[src/logic/hvdpr_pkg.sv]
package hvdpr_pkg;

    // Serial frame layout
    localparam int          FRAME_BITS   = 16;
    localparam int          CODE_W       = 12;
    localparam int          HDR_BITS     = 4;
    localparam int          RW_POS       = 3;
    localparam logic [2:0]  SEL_NOP      = 3'h0;
    localparam logic [2:0]  SEL_INPUT    = 3'h1;
    localparam logic [2:0]  SEL_CTRL     = 3'h7;

    // Reset values and control fields
    localparam logic [11:0] CTRL_RESET   = 12'h040;
    localparam logic [11:0] CODE_RESET   = 12'h000;
    localparam int          CTRL_PWR     = 2;
    localparam int          CTRL_CLAMP   = 6;

    // Register bus map, byte offsets
    localparam int          AXI_AW       = 4;
    localparam logic [3:0]  OFS_CTRL     = 4'h0;
    localparam logic [3:0]  OFS_INPUT    = 4'h4;
    localparam logic [3:0]  OFS_CONV     = 4'h8;
    localparam logic [3:0]  OFS_STATUS   = 4'hc;
    localparam logic [1:0]  RESP_OKAY    = 2'h0;
    localparam logic [1:0]  RESP_SLVERR  = 2'h2;

    // Serial pins from the host
    typedef struct packed {
        logic frame_select_n;
        logic sclk;
        logic sdi;
    } hvdpr_spi_in_s;

    // Controls handed to the analog section
    typedef struct packed {
        logic [11:0] code;
        logic        range_60v;
        logic        power_up;
        logic        clamp_ground;
        logic        hiz;
    } hvdpr_analog_s;

endpackage

[src/logic/hvdpr_top.sv]
// Design decisions made here: the AXI4-Lite interface to the registers and the register addresses.
`timescale 1ns/1ps
module hvdpr_top (
    input  wire logic                    clk_sys,
    input  wire logic                    rst,
    input  wire logic                    ce,
    input  wire hvdpr_pkg::hvdpr_spi_in_s spi_in,
    output logic                         sdo,
    output logic                         sdo_oe,
    input  wire logic                    load_strobe_n,
    input  wire logic                    range_select_pin,
    output hvdpr_pkg::hvdpr_analog_s     analog,
    input  wire logic [3:0]              s_axi_awaddr,
    input  wire logic                    s_axi_awvalid,
    output logic                         s_axi_awready,
    input  wire logic [31:0]             s_axi_wdata,
    input  wire logic [3:0]              s_axi_wstrb,
    input  wire logic                    s_axi_wvalid,
    output logic                         s_axi_wready,
    output logic [1:0]                   s_axi_bresp,
    output logic                         s_axi_bvalid,
    input  wire logic                    s_axi_bready,
    input  wire logic [3:0]              s_axi_araddr,
    input  wire logic                    s_axi_arvalid,
    output logic                         s_axi_arready,
    output logic [31:0]                  s_axi_rdata,
    output logic [1:0]                   s_axi_rresp,
    output logic                         s_axi_rvalid,
    input  wire logic                    s_axi_rready
);
    import hvdpr_pkg::*;

    logic [4:0]  pin_meta;
    logic [4:0]  pin_sync;
    logic        cs_n_s;
    logic        sclk_s;
    logic        sdi_s;
    logic        ld_n_s;
    logic        rsel_s;
    logic        cs_n_q;
    logic        sclk_q;
    logic        ld_n_q;
    logic        sclk_rise;
    logic        sclk_fall;
    logic        cs_fall;
    logic        ld_fall;
    logic        frame_active;
    logic [4:0]  bit_cnt;
    logic [15:0] shift;
    logic        exec;
    logic [11:0] rd_shift;
    logic [11:0] rd_value;
    logic [11:0] ctrl;
    logic [11:0] input_code;
    logic [11:0] conv_code;
    logic        range_applied;
    logic        aw_have;
    logic        w_have;
    logic [3:0]  awaddr_q;
    logic [31:0] wdata_q;
    logic [3:0]  wstrb_q;
    logic        axi_wr_go;
    logic        ser_wr_input;
    logic        ser_wr_ctrl;
    logic        bus_wr_input;
    logic        bus_wr_ctrl;
    logic [11:0] next_input;
    logic [11:0] next_ctrl;
    logic        load_now;

    // Pins come from outside the clock domain: two flops each
    always_ff @(posedge clk_sys) begin
        if (rst) begin
            pin_meta <= 5'h17; // Idle levels: frame high, clock low, strobe high
            pin_sync <= 5'h17;
        end else if (ce) begin
            pin_meta <= {spi_in.frame_select_n, spi_in.sclk, load_strobe_n, spi_in.sdi, range_select_pin};
            pin_sync <= pin_meta;
        end
    end

    assign cs_n_s = pin_sync[4];
    assign sclk_s = pin_sync[3];
    assign ld_n_s = pin_sync[2];
    assign sdi_s  = pin_sync[1];
    assign rsel_s = pin_sync[0];

    // Edge history of the synchronised pins
    always_ff @(posedge clk_sys) begin
        if (rst) begin
            cs_n_q <= 1'b1;
            sclk_q <= 1'b0;
            ld_n_q <= 1'b1;
        end else if (ce) begin
            cs_n_q <= cs_n_s;
            sclk_q <= sclk_s;
            ld_n_q <= ld_n_s;
        end
    end

    assign sclk_rise = ce & sclk_s & ~sclk_q;
    assign sclk_fall = ce & ~sclk_s & sclk_q;
    assign cs_fall   = ce & ~cs_n_s & cs_n_q;
    assign ld_fall   = ce & ~ld_n_s & ld_n_q;

    // Execute point: sixteenth falling serial clock inside a live frame
    assign exec = frame_active & ~cs_n_s & sclk_fall & (bit_cnt == 5'(FRAME_BITS));

    // Frame shifter, MSB first; frame_select_n high before execute drops it
    always_ff @(posedge clk_sys) begin
        if (rst) begin
            frame_active <= 1'b0;
            bit_cnt      <= 5'h00;
            shift        <= 16'h0000;
        end else if (ce) begin
            if (cs_fall) begin
                frame_active <= 1'b1;
                bit_cnt      <= 5'h00;
            end else if (cs_n_s) begin
                frame_active <= 1'b0;
            end else if (exec) begin
                frame_active <= 1'b0;
            end else if (frame_active && sclk_rise && bit_cnt < 5'(FRAME_BITS)) begin
                shift   <= {shift[14:0], sdi_s};
                bit_cnt <= bit_cnt + 5'h01;
            end
        end
    end

    // Readback source picked by register_select
    always_comb begin
        if (shift[2:0] == SEL_CTRL) begin
            rd_value = ctrl;
        end else if (shift[2:0] == SEL_INPUT) begin
            rd_value = input_code;
        end else begin
            rd_value = 12'h000;
        end
    end

    // Readback shifter, driven from the fifth rising clock to frame end
    always_ff @(posedge clk_sys) begin
        if (rst) begin
            sdo      <= 1'b0;
            sdo_oe   <= 1'b0;
            rd_shift <= 12'h000;
        end else if (ce) begin
            if (cs_n_s || exec) begin
                sdo_oe <= 1'b0;
            end else if (frame_active && sclk_rise) begin
                if (bit_cnt == 5'(HDR_BITS)) begin
                    sdo_oe   <= shift[RW_POS];
                    sdo      <= rd_value[11];
                    rd_shift <= {rd_value[10:0], 1'b0};
                end else if (bit_cnt > 5'(HDR_BITS) && bit_cnt < 5'(FRAME_BITS)) begin
                    sdo      <= rd_shift[11];
                    rd_shift <= {rd_shift[10:0], 1'b0};
                end
            end
        end
    end

    // Write decode from the serial frame and from the register bus
    assign ser_wr_input = exec & ~shift[15] & (shift[14:12] == SEL_INPUT);
    assign ser_wr_ctrl  = exec & ~shift[15] & (shift[14:12] == SEL_CTRL);
    assign axi_wr_go    = aw_have & w_have & ~s_axi_bvalid;
    assign bus_wr_input = axi_wr_go & (awaddr_q == OFS_INPUT);
    assign bus_wr_ctrl  = axi_wr_go & (awaddr_q == OFS_CTRL);

    // Byte-lane merge for bus writes
    function automatic logic [11:0] merge(input logic [11:0] old, input logic [31:0] d, input logic [3:0] s);
        merge = {s[1] ? d[11:8] : old[11:8], s[0] ? d[7:0] : old[7:0]};
    endfunction

    // Serial writes win a same-cycle clash with the bus
    always_comb begin
        if (ser_wr_input) begin
            next_input = shift[11:0];
        end else begin
            next_input = merge(input_code, wdata_q, wstrb_q);
        end
        if (ser_wr_ctrl) begin
            next_ctrl = shift[11:0];
        end else begin
            next_ctrl = merge(ctrl, wdata_q, wstrb_q);
        end
    end

    // Control register; no power gating reaches the digital side
    always_ff @(posedge clk_sys) begin
        if (rst) begin
            ctrl <= CTRL_RESET;
        end else if (ce && (ser_wr_ctrl || bus_wr_ctrl)) begin
            ctrl <= next_ctrl;
        end
    end

    // Input register, writable in any power state
    always_ff @(posedge clk_sys) begin
        if (rst) begin
            input_code <= CODE_RESET;
        end else if (ce && (ser_wr_input || bus_wr_input)) begin
            input_code <= next_input;
        end
    end

    assign load_now = (ser_wr_input || bus_wr_input) && !ld_n_s;

    // Converter register and the range it was loaded under
    always_ff @(posedge clk_sys) begin
        if (rst) begin
            conv_code     <= CODE_RESET;
            range_applied <= 1'b0;
        end else if (ce) begin
            if (load_now) begin
                conv_code     <= next_input;
                range_applied <= ~rsel_s;
            end else if (ld_fall) begin
                conv_code     <= input_code;
                range_applied <= ~rsel_s;
            end
        end
    end

    // Analog controls; power state gates only these
    always_ff @(posedge clk_sys) begin
        if (rst) begin
            analog <= '{code: CODE_RESET, range_60v: 1'b0, power_up: CTRL_RESET[CTRL_PWR],
                        clamp_ground: ~CTRL_RESET[CTRL_PWR] & CTRL_RESET[CTRL_CLAMP],
                        hiz: ~CTRL_RESET[CTRL_PWR] & ~CTRL_RESET[CTRL_CLAMP]};
        end else if (ce) begin
            analog.code         <= conv_code;
            analog.range_60v    <= range_applied;
            analog.power_up     <= ctrl[CTRL_PWR];
            analog.clamp_ground <= ~ctrl[CTRL_PWR] & ctrl[CTRL_CLAMP];
            analog.hiz          <= ~ctrl[CTRL_PWR] & ~ctrl[CTRL_CLAMP];
        end
    end

    // Bus write channel: address and data in either order, one at a time
    always_ff @(posedge clk_sys) begin
        if (rst) begin
            s_axi_awready <= 1'b1;
            s_axi_wready  <= 1'b1;
            s_axi_bvalid  <= 1'b0;
            s_axi_bresp   <= RESP_OKAY;
            aw_have       <= 1'b0;
            w_have        <= 1'b0;
            awaddr_q      <= 4'h0;
            wdata_q       <= 32'h00000000;
            wstrb_q       <= 4'h0;
        end else if (ce) begin
            if (s_axi_awvalid && s_axi_awready) begin
                aw_have       <= 1'b1;
                awaddr_q      <= s_axi_awaddr;
                s_axi_awready <= 1'b0;
            end
            if (s_axi_wvalid && s_axi_wready) begin
                w_have       <= 1'b1;
                wdata_q      <= s_axi_wdata;
                wstrb_q      <= s_axi_wstrb;
                s_axi_wready <= 1'b0;
            end
            if (axi_wr_go) begin
                aw_have      <= 1'b0;
                w_have       <= 1'b0;
                s_axi_bvalid <= 1'b1;
                if (awaddr_q == OFS_CTRL || awaddr_q == OFS_INPUT) begin
                    s_axi_bresp <= RESP_OKAY;
                end else begin
                    s_axi_bresp <= RESP_SLVERR;
                end
            end
            if (s_axi_bvalid && s_axi_bready) begin
                s_axi_bvalid  <= 1'b0;
                s_axi_awready <= 1'b1;
                s_axi_wready  <= 1'b1;
            end
        end
    end

    // Bus read channel
    always_ff @(posedge clk_sys) begin
        if (rst) begin
            s_axi_arready <= 1'b1;
            s_axi_rvalid  <= 1'b0;
            s_axi_rdata   <= 32'h00000000;
            s_axi_rresp   <= RESP_OKAY;
        end else if (ce) begin
            if (s_axi_arvalid && s_axi_arready) begin
                s_axi_arready <= 1'b0;
                s_axi_rvalid  <= 1'b1;
                s_axi_rresp   <= RESP_OKAY;
                if (s_axi_araddr == OFS_CTRL) begin
                    s_axi_rdata <= {20'h00000, ctrl};
                end else if (s_axi_araddr == OFS_INPUT) begin
                    s_axi_rdata <= {20'h00000, input_code};
                end else if (s_axi_araddr == OFS_CONV) begin
                    s_axi_rdata <= {20'h00000, conv_code};
                end else if (s_axi_araddr == OFS_STATUS) begin
                    s_axi_rdata <= {26'h0000000, frame_active, ~ld_n_s, ~rsel_s,
                                    range_applied, ctrl[CTRL_CLAMP], ctrl[CTRL_PWR]};
                end else begin
                    s_axi_rdata <= 32'h00000000;
                    s_axi_rresp <= RESP_SLVERR;
                end
            end
            if (s_axi_rvalid && s_axi_rready) begin
                s_axi_rvalid  <= 1'b0;
                s_axi_arready <= 1'b1;
            end
        end
    end

endmodule

[config.mk]
export PLATFORM = sky130hd
export DESIGN_NAME = hvdpr_top
export DESIGN_NICKNAME = d
export VERILOG_FILES = /design/src/logic/hvdpr_pkg.sv /design/src/logic/hvdpr_top.sv
export SDC_FILE = /design/constraint.sdc
export NUM_CORES = 1
export LEC_CHECK = 0
export BUFFER_PORTS_ARGS = -buffer_cell sky130_fd_sc_hd__buf_4
export CORE_ASPECT_RATIO = 0.7
export CORE_UTILIZATION = 40
export DETAILED_ROUTE_END_ITERATION = 10
export PLACE_DENSITY = 0.57
export SYNTH_ARGS = -nofsm -noshare
export SYNTH_HDL_FRONTEND = slang
export SYNTH_SLANG_ARGS = --single-unit
[constraint.sdc]
create_clock -name clk_sys -period 5.6 [get_ports clk_sys]
set_input_delay 0.56 -clock clk_sys [delete_from_list [all_inputs] [get_ports clk_sys]]
set_output_delay 0.56 -clock clk_sys [all_outputs]
set_load 0.05 [all_outputs]
======== Yosys cells after proc, flatten, opt, wreduce, memory -nomap -nowiden ========
Index checks and enable logic that the tools add are counted.
Widths: inputs -> output; s select.
storage, ports and cells
  flip-flop bits (word level) ............. 163
  bits of input ports ..................... 57
  output and inout bits ................... 59
  word-level logic and storage cells ...... 180
cells by class
  add/subtract/negate cells ............... 1
  $lt $le $gt $ge ......................... 2
  equal/unequal tests ..................... 12
  muxes and demuxes ....................... 49
  bitwise operators ....................... 32
  reductions and logical operators ........ 50
operator list
  cell                 count
  $mux 12              11
  $reduce_and 2->1     14
  $reduce_bool 2->1    13
  $mux 1               24
  $and 1x1->1          20
  $mux 5               4
  $mux 8               2
  $not 1->1            12
  $logic_and 1x1->1    11
  $mux 2               5
  $eq 4x3->1 const B   2
  $eq 4x4->1 const B   2
  $logic_not 4->1      2
  $mux 4               2
  $reduce_and 4->1     2
  $eq 3x1->1 const B   2
  $eq 3x3->1 const B   2
  $mux 6               1
  $add 5x1->5 const B  1
  $eq 5x3->1 const B   1
  $eq 5x5->1 const B   1
  $gt 5x3->1 const B   1
  $lt 5x5->1 const B   1
  $reduce_and 5->1     1
  other kinds (6)      9

======== Logic depth before layout (Yosys ltp) ========
Gate-level depths: netlist (run 1).
  word-level depth ........................ 11
  depth in mapped cells ................... 8

======== Worst setup path before layout (run 1) ========
OpenSTA, ideal clock, no wires.
  path kind ............................... input -> register
  start point ............................. input port ce
  end point ............................... register conv_code[1]
  setup time .............................. 0.134 ns
  data arrival time ....................... 2.238 ns
  required time ........................... 5.466 ns
  slack ................................... 3.228 ns
  stages .................................. 8
  buffers on the path ..................... 3
  cell sequence ........................... clkbuf_1 -> nand4bb_1 -> or4_4 -> buf_6 -> a21o_1 -> buf_6 -> a221oi_2 -> a211oi_1
on the way
  word-level cells in the longest chain between the ends .. 10
  elaborated cells between the ends (all ways) .. 14
  those cells by class .................... 2 x mux; 8 x bitwise; 4 x reduce/logical
ends and longest elaborated chain
  item                         RTL line          source
  start: declaration           hvdpr_top.sv:6    input wire logic ce,
  $and 1x1->1 (2 in series)    hvdpr_top.sv:102  assign sclk_fall = ce & ~sclk_s & sclk_q;
  $and 1x1->1 (2 in series)    hvdpr_top.sv:107  assign exec = frame_active & ~cs_n_s & sclk_fall & (bit_cnt == 5'(FRAME_BITS));
  $and 1x1->1 (2 in series)    hvdpr_top.sv:164  assign ser_wr_input = exec & ~shift[15] & (shift[14:12] == SEL_INPUT);
  $logic_or 1x1->1             hvdpr_top.sv:207  assign load_now = (ser_wr_input || bus_wr_input) && !ld_n_s;
  $logic_and 1x1->1            hvdpr_top.sv:207
  $reduce_bool 2->1 (no line)  n/a
  $reduce_and 2->1 (no line)   n/a
  end signal: assignment       hvdpr_top.sv:216  conv_code <= next_input;
  end signal: assignment       hvdpr_top.sv:219  conv_code <= input_code;
  end: declaration             hvdpr_top.sv:55   logic [11:0] conv_code;
Parallel ways exist; a longest one is shown, timed or not.
A chain may end at the register's enable or synchronous reset.

======== Final worst setup path (run 1) ========
  start point ............................. input port ce
  end point ............................... register input_code[8]
on the way
  word-level cells in the longest chain between the ends .. 8
  elaborated cells between the ends (all ways) .. 9
  those cells by class .................... 1 x mux; 6 x bitwise; 2 x reduce/logical
ends and longest elaborated chain
  item                       RTL line          source
  $and 1x1->1 (2 in series)  hvdpr_top.sv:102
  $and 1x1->1 (2 in series)  hvdpr_top.sv:107
  $and 1x1->1 (2 in series)  hvdpr_top.sv:164
  $logic_or 1x1->1           hvdpr_top.sv:202  end else if (ce && (ser_wr_input || bus_wr_input)) begin
  $logic_and 1x1->1          hvdpr_top.sv:202
  end signal: assignment     hvdpr_top.sv:203  input_code <= next_input;
  end: declaration           hvdpr_top.sv:54   logic [11:0] input_code;
Parallel ways exist; a longest one is shown, timed or not.

==> metrics.csv, run 1 <==
stage;metric;value;unit
timing;clk_skew;7.39;ps
logic_synthesis;Async SR Flop Fraction;0;%
pwr;Cell Pwr Density;320;nW/µm²
routing;DR pass1 iterations;11;
cts;CTS tree;yes;
pwr;Peak supply drop;0.000213;V
global_route;grt total ovfl;0;
timing;Achievable Freq;0.338;GHz
routing;drt total wl;17.5;mm
flow_run;MaxCap Viol Count;0;
placement;Detail Placement HPWL;12.0;mm
timing;worst slew pin tran;1040;ps
logic_synthesis;register area share after synthesis;44.4;%
critical_path;crit path cell chain;buf_4, nand4bb_1, or4_4, a21oi_2, o211ai_1, a21oi_1;
critical_path;Worst Path Required;5940;ps
global_route;initial antenna violation count;0;
timing;WHS;345;ps
floorplanning;full die area;16300;µm²
final_layout;Area Overhead vs Synth;17.7;%
cts;clock sinks;140;
routing;routed length per instance;17.6;µm
critical_path;Worst path max stage delay;750;ps
final_layout;nets@finish;839;
pwr;static leakage;2.77;nW
timing;Setup TNS Final;0;ps
critical_path;CP arrival;3300;ps
routing;Routed Antenna Nets;0;
final_layout;non-filler cells, final;993;
logic_synthesis;EDFF count, synth;0;
timing;fin. max-slew vios;0;
logic_synthesis;#FFs+latches synth;140;
critical_path;Setup CP Type;in2reg;
logic_synthesis;Synth Area in Adders;0.396;%
floorplanning;Die Y;107;µm
logic_synthesis;Synth Area in Simple Gates;18.3;%
cts;Root Buffer;clkbuf_16;
worst_hold_path;worst hold path type;in2reg;
critical_path;Startpoint Class;primary input;
cts;CTS resizes;0;
logic_synthesis;cell count after synthesis;740;
final_layout;antenna cells;0;
cts;# Post-CTS Setup Buffers;0;
timing;final setup fails;0;
floorplanning;starting density of the core;40.9;%
timing;final hold violations;0;
cts;Num CTS Buffers;17;
logic_synthesis;mux share of post-synthesis cell area;6.97;%
final_layout;sequential cell area;2800;µm²
global_route;total track usage;21.8;%
placement;Inst Count DP;961;
floorplanning;total core area;15500;µm²
cts;H-tree levels;4;
critical_path;CP max-delay cell;or4_4;
logic_synthesis;Synth Area in XOR/XNOR;0;%
floorplanning;top-level I/O count;116;
timing;Period Utilization, post-route;52.8;%
global_route;largest net degree at the start of global routing;98;
placement;port bufs;71;
global_route;first-pass GRT wire length;27.6;mm
run_status;outcome;finished with violations;
global_route;vias in the first global route;5027;
logic_synthesis;Mapped Area;6320;µm²
logic_synthesis;ys flop type;dfxtp_1;
logic_synthesis;syn avg cell area;8.54;µm²
placement;GPL Wtd Cong;0.807;
logic_synthesis;Syn. warnings;0;
timing;RSZ-0062 raised after global routing;false;
routing;drt initial violations;455;
cts;cts hold-fix bufs;0;
floorplanning;Rows;38;
routing;met3 wire length;1.26;mm
timing;Tmin final;2960;ps
logic_synthesis;largest family of logic cells by synthesized area;compound AO/OA/AOI/OAI gates;
routing;DRC;6;
routing;via count;5604;
final_layout;area of the multi-input gates;3180;µm²
final_layout;layout cells sized above 1;15.0;%
routing;highest metal used;met4;
final_layout;most frequent cells in the layout;dfxtp_1, nand2_1, nor2_1;
routing;wl on met1;8.69;mm
logic_synthesis;Compound-Gate Fraction of Synth Area;23.1;%
cts;CTS clk-pin slew, worst paths;60;ps
cts;Max Root-Sink Buffers;2;
critical_path;crit end category;flip-flop;
timing;Slew headroom;30.8;%
floorplanning;Die Width;152;µm
logic_synthesis;Distinct cells, synth;54;
run_status;failing checks;design-rule violations;
routing;Vias/cell;5.64;
final_layout;FILL cells;1478;
final_layout;most common cell after layout, fill and taps aside;dfxtp_1;
critical_path;crit-path max FO;62;
cts;later-pin clock latency in the skew report;420;ps
routing;met2 wire length;7.34;mm
-- power breakdown --
part / leakage (nW) / internal, mW / total, mW / switching [mW]
clock: 0.284 / 0.697 / 1.12 / 0.427
combinational: 1.35 / 0.0634 / 0.205 / 0.141
sequential: 1.14 / 1.02 / 1.05 / 0.0280
total: 2.77 / 1.78 / 2.38 / 0.596
-- per-stage QoR --
step / area (µm²) / utilization [%] / power [mW] / setup slack (ps)
2_1_floorplan: 6400 / - / 1.22 / 3230
3_3_place_gp: 6850 / 44.3 / 1.27 / 2320
3_5_place_dp: 6850 / 44.3 / 1.28 / 2270
4_1_cts: 7430 / 48.1 / 2.39 / 2690
5_1_grt: 7430 / 48.1 / 2.46 / 2520
6_report: 7430 / 48.1 / 2.38 / 2640
-- final timing paths --
path	startpoint	endpoint	slack, ps	cells after the start
worst max register to register	awaddr_q[0]	input_code[8]	2800	5
worst min register to register	pin_meta[1]	pin_sync[1]	460	1
worst max-delay path	ce	input_code[8]	2640	6
worst min-delay path	range_select_pin	pin_meta[0]	350	2
-- critical path, delay by kind of cell --
kind            cells  cell delay [ps]
simple gates        2             1130
compound gates      3             1000
buf+inv             1              560
-- registers in the layout, summed over array words and instances (netlist names), 2 cells and up --
name,count
ctrl,12
awaddr_q,4
shift,16
analog,16
pin_meta,5
wdata_q,12
s_axi_rdata,12
bit_cnt,5
conv_code,12
input_code,12
wstrb_q,2
pin_sync,5
rd_shift,11
-- synth_stat cells (2+ instances only) --
library cell / number / share of area [%]
nand2b_1: 2 / 0.20
a22oi_1: 14 / 1.7
o21ai_0: 11 / 0.87
a22o_1: 14 / 1.9
and3_1: 4 / 0.40
nor2_1: 87 / 5.2
nor3_1: 14 / 1.1
or3_1: 2 / 0.20
nand2_1: 108 / 6.4
inv_1: 7 / 0.42
a221oi_1: 2 / 0.28
ha_1: 2 / 0.40
nand3b_1: 5 / 0.59
o21bai_1: 2 / 0.24
and2_1: 3 / 0.30
dfxtp_1: 140 / 44
nor4_1: 3 / 0.30
nand3_1: 7 / 0.55
a222oi_1: 6 / 0.95
nand4bb_1: 3 / 0.53
a221oi_2: 4 / 0.95
o211ai_1: 11 / 1.3
buf_2: 3 / 0.24
buf_6: 2 / 0.36
a21oi_1: 73 / 5.8
o21a_1: 3 / 0.36
nor2b_1: 8 / 0.79
and4b_1: 2 / 0.32
buf_4: 24 / 2.9
a211o_1: 8 / 1.1
mux2i_1: 44 / 7.0
clkbuf_1: 45 / 2.7
a31oi_1: 2 / 0.20
a211oi_1: 48 / 5.7
o2bb2ai_1: 4 / 0.55
buf_1: 5 / 0.30
-- layout make-up --
class	count	share of cell area (%)
flip-flops and latches	140	37.7
multi-input cells	535	42.7
well taps	200	3.37
inverters	7	0.353
clock inverters	12	1.99
clock buffers	20	5.87
repair buffers	79	7.98
-- cell families (layout without fill, tap and decap cells) --
group                      count (synthesis)  count (layout)
buffers and inverters                     86             118
DFF                                      140             140
other                                      1              22
adders and majority gates                  2               2
muxes                                     44              44
and+or+nand+nor                          256             256
AOI/OAI and AO/OA                        211             211
-- routing by layer --
| metal | vias up | GRT usage, % |
|---|---|---|
| li1 | 2706 | - |
| met1 | 2661 | 32.2 |
| met2 | 214 | 31.4 |
| met3 | 23 | 4.28 |
| met4 | 0 | 6.71 |
| met5 | - | 0 |
Power figures use the tool's default switching activity.
==> run 2, diff against run 1 <==
- clock period: 5.6 -> 3 ns (I/O delays scaled with it)
==> metrics.csv, run 2 (synthesis results as in run 1) <==
stage;metric;value;unit
global_route;met3 Use GR;4.89;%
run_status;outcome;finished with violations;
cts;H-tree levels;4;
final_layout;sequential cell area;2800;µm²
global_route;largest net degree at the start of global routing;49;
floorplanning;top-level I/O count;116;
global_route;grt total ovfl;0;
cts;Max Root-Sink Buffers;2;
timing;Setup TNS Final;0;ps
pwr;Peak supply drop;0.000357;V
routing;drt total wl;17.5;mm
cts;# Post-CTS Setup Buffers;0;
critical_path;Setup CP Type;reg2reg;
pwr;final total power;4.86;mW
routing;Routed Antenna Nets;0;
critical_path;Startpoint Class;flip-flop;
final_layout;Design Area, Final;7650;µm²
timing;Tmin final;2540;ps
global_route;met1 global-route usage;32.8;%
timing;final setup fails;0;
global_route;initial antenna violation count;0;
routing;routed length per instance;17.4;µm
timing;clk_skew;12.7;ps
worst_hold_path;min-delay src;spi_in[2];
placement;post-placement cell area;6940;µm²
global_route;first-pass GRT wire length;28.2;mm
flow_run;MaxCap Viol Count;0;
final_layout;nets@finish;851;
timing;fin. max-slew vios;0;
routing;DRC;6;
final_layout;FILL cells;1471;
pwr;clock share of power;51.6;%
floorplanning;starting density of the core;40.9;%
routing;via count;5605;
pwr;Reg power frac;40.4;%
cts;CTS tree;yes;
final_layout;most frequent cells in the layout;dfxtp_1, nand2_1, buf_4;
floorplanning;Rows;38;
critical_path;Worst path max stage delay;630;ps
pwr;Cell Pwr Density;636;nW/µm²
pwr;Psw;1.12;mW
cts;cts hold-fix bufs;0;
global_route;Top Usage Layer GRT;met2;
critical_path;crit-path max FO;11;
critical_path;CP startpoint;bit_cnt[0];
global_route;vias in the first global route;5119;
final_layout;area of the multi-input gates;3180;µm²
timing;Achievable Freq;0.394;GHz
timing;worst slew pin tran;844;ps
timing;final hold violations;0;
cts;Num CTS Buffers;17;
timing;WHS;86.6;ps
timing;RSZ-0062 raised after global routing;false;
critical_path;reg2reg start;bit_cnt[0];
pwr;combinational cell fraction of total power;8.0;%
critical_path;CP max-delay cell;or4b_4;
cts;clock sinks;140;
placement;GPL Wtd Cong;0.820;
pwr;Int Power;3.74;mW
final_layout;most common cell after layout, fill and taps aside;dfxtp_1;
floorplanning;Die Width;152;µm
final_layout;antenna cells;0;
global_route;met2 Use GR;32.9;%
timing;Period Utilization, post-route;84.6;%
placement;port bufs;71;
floorplanning;full die area;16300;µm²
worst_hold_path;worst hold path type;in2reg;
cts;Root Buffer;clkbuf_16;
floorplanning;total core area;15500;µm²
critical_path;crit path cell chain;or4b_4, or4_4, a21o_1, a221oi_1, a211oi_1;
pwr;static leakage;2.88;nW
final_layout;layout cells sized above 1;16.4;%
timing;Slew headroom;43.7;%
floorplanning;Die Y;107;µm
critical_path;CP arrival;2800;ps
cts;CTS clk-pin slew, worst paths;60;ps
routing;Vias/cell;5.58;
placement;Detail Placement HPWL;12.7;mm
pwr;switching part of the total;23.0;%
run_status;failing checks;design-rule violations;
final_layout;Area Overhead vs Synth;21.0;%
cts;CTS resizes;0;
critical_path;Worst Path Required;3270;ps
critical_path;crit end category;flip-flop;
final_layout;biggest regs;analog (16), shift (16);
cts;later-pin clock latency in the skew report;420;ps
global_route;total track usage;22.4;%
routing;drt initial violations;498;
routing;DR pass1 iterations;8;
[run 2: area by class of cell]
class,count,area share [%]
multi-input combinational,535,41.6
sequential,140,36.7
timing repair buffer,91,8.93
clock buffer,21,6.15
tap,200,3.27
clock inverter,10,3.08
inverter,7,0.344
[run 2: per-stage QoR]
stage	std cells	utilization (%)	setup WS, ps
floorplan	761	-	667
global placement	973	44.9	549
detailed placement	973	44.9	499
CTS	1004	49.5	479
global route	1004	49.5	304
finish	1004	49.5	462
[run 2: power by group through the flow]
stage          Combinational (mW)  Sequential (mW)  Clock [mW]
2_1_floorplan               0.241             2.05           0
3_3_place_gp                0.383             2.00           0
3_5_place_dp                0.388             2.00           0
4_1_cts                     0.388             1.96        2.54
5_1_grt                     0.421             1.97        2.61
6_report                    0.389             1.96        2.51
[run 2: path summary, 6_finish.rpt]
check	to	slack, ps	depth (start not counted)
worst max-delay path	conv_code[0]	460	5
worst min-delay path	pin_meta[4]	90	2
worst max register to register	conv_code[0]	460	5
worst min register to register	shift[0]	450	2
[run 2: per-layer routing]
metal  share of wire [%]  wire [µm]
met1                  52       9050
met2                  41       7140
met3                 6.5       1140
met4                0.79        138
met5                   0          0
[run 2: critical path, delay by kind of cell (launching register included)]
| family | cells | cell delay (ps) |
|---|---|---|
| simple gates | 2 | 1220 |
| flops | 1 | 360 |
| compound gates | 3 | 810 |
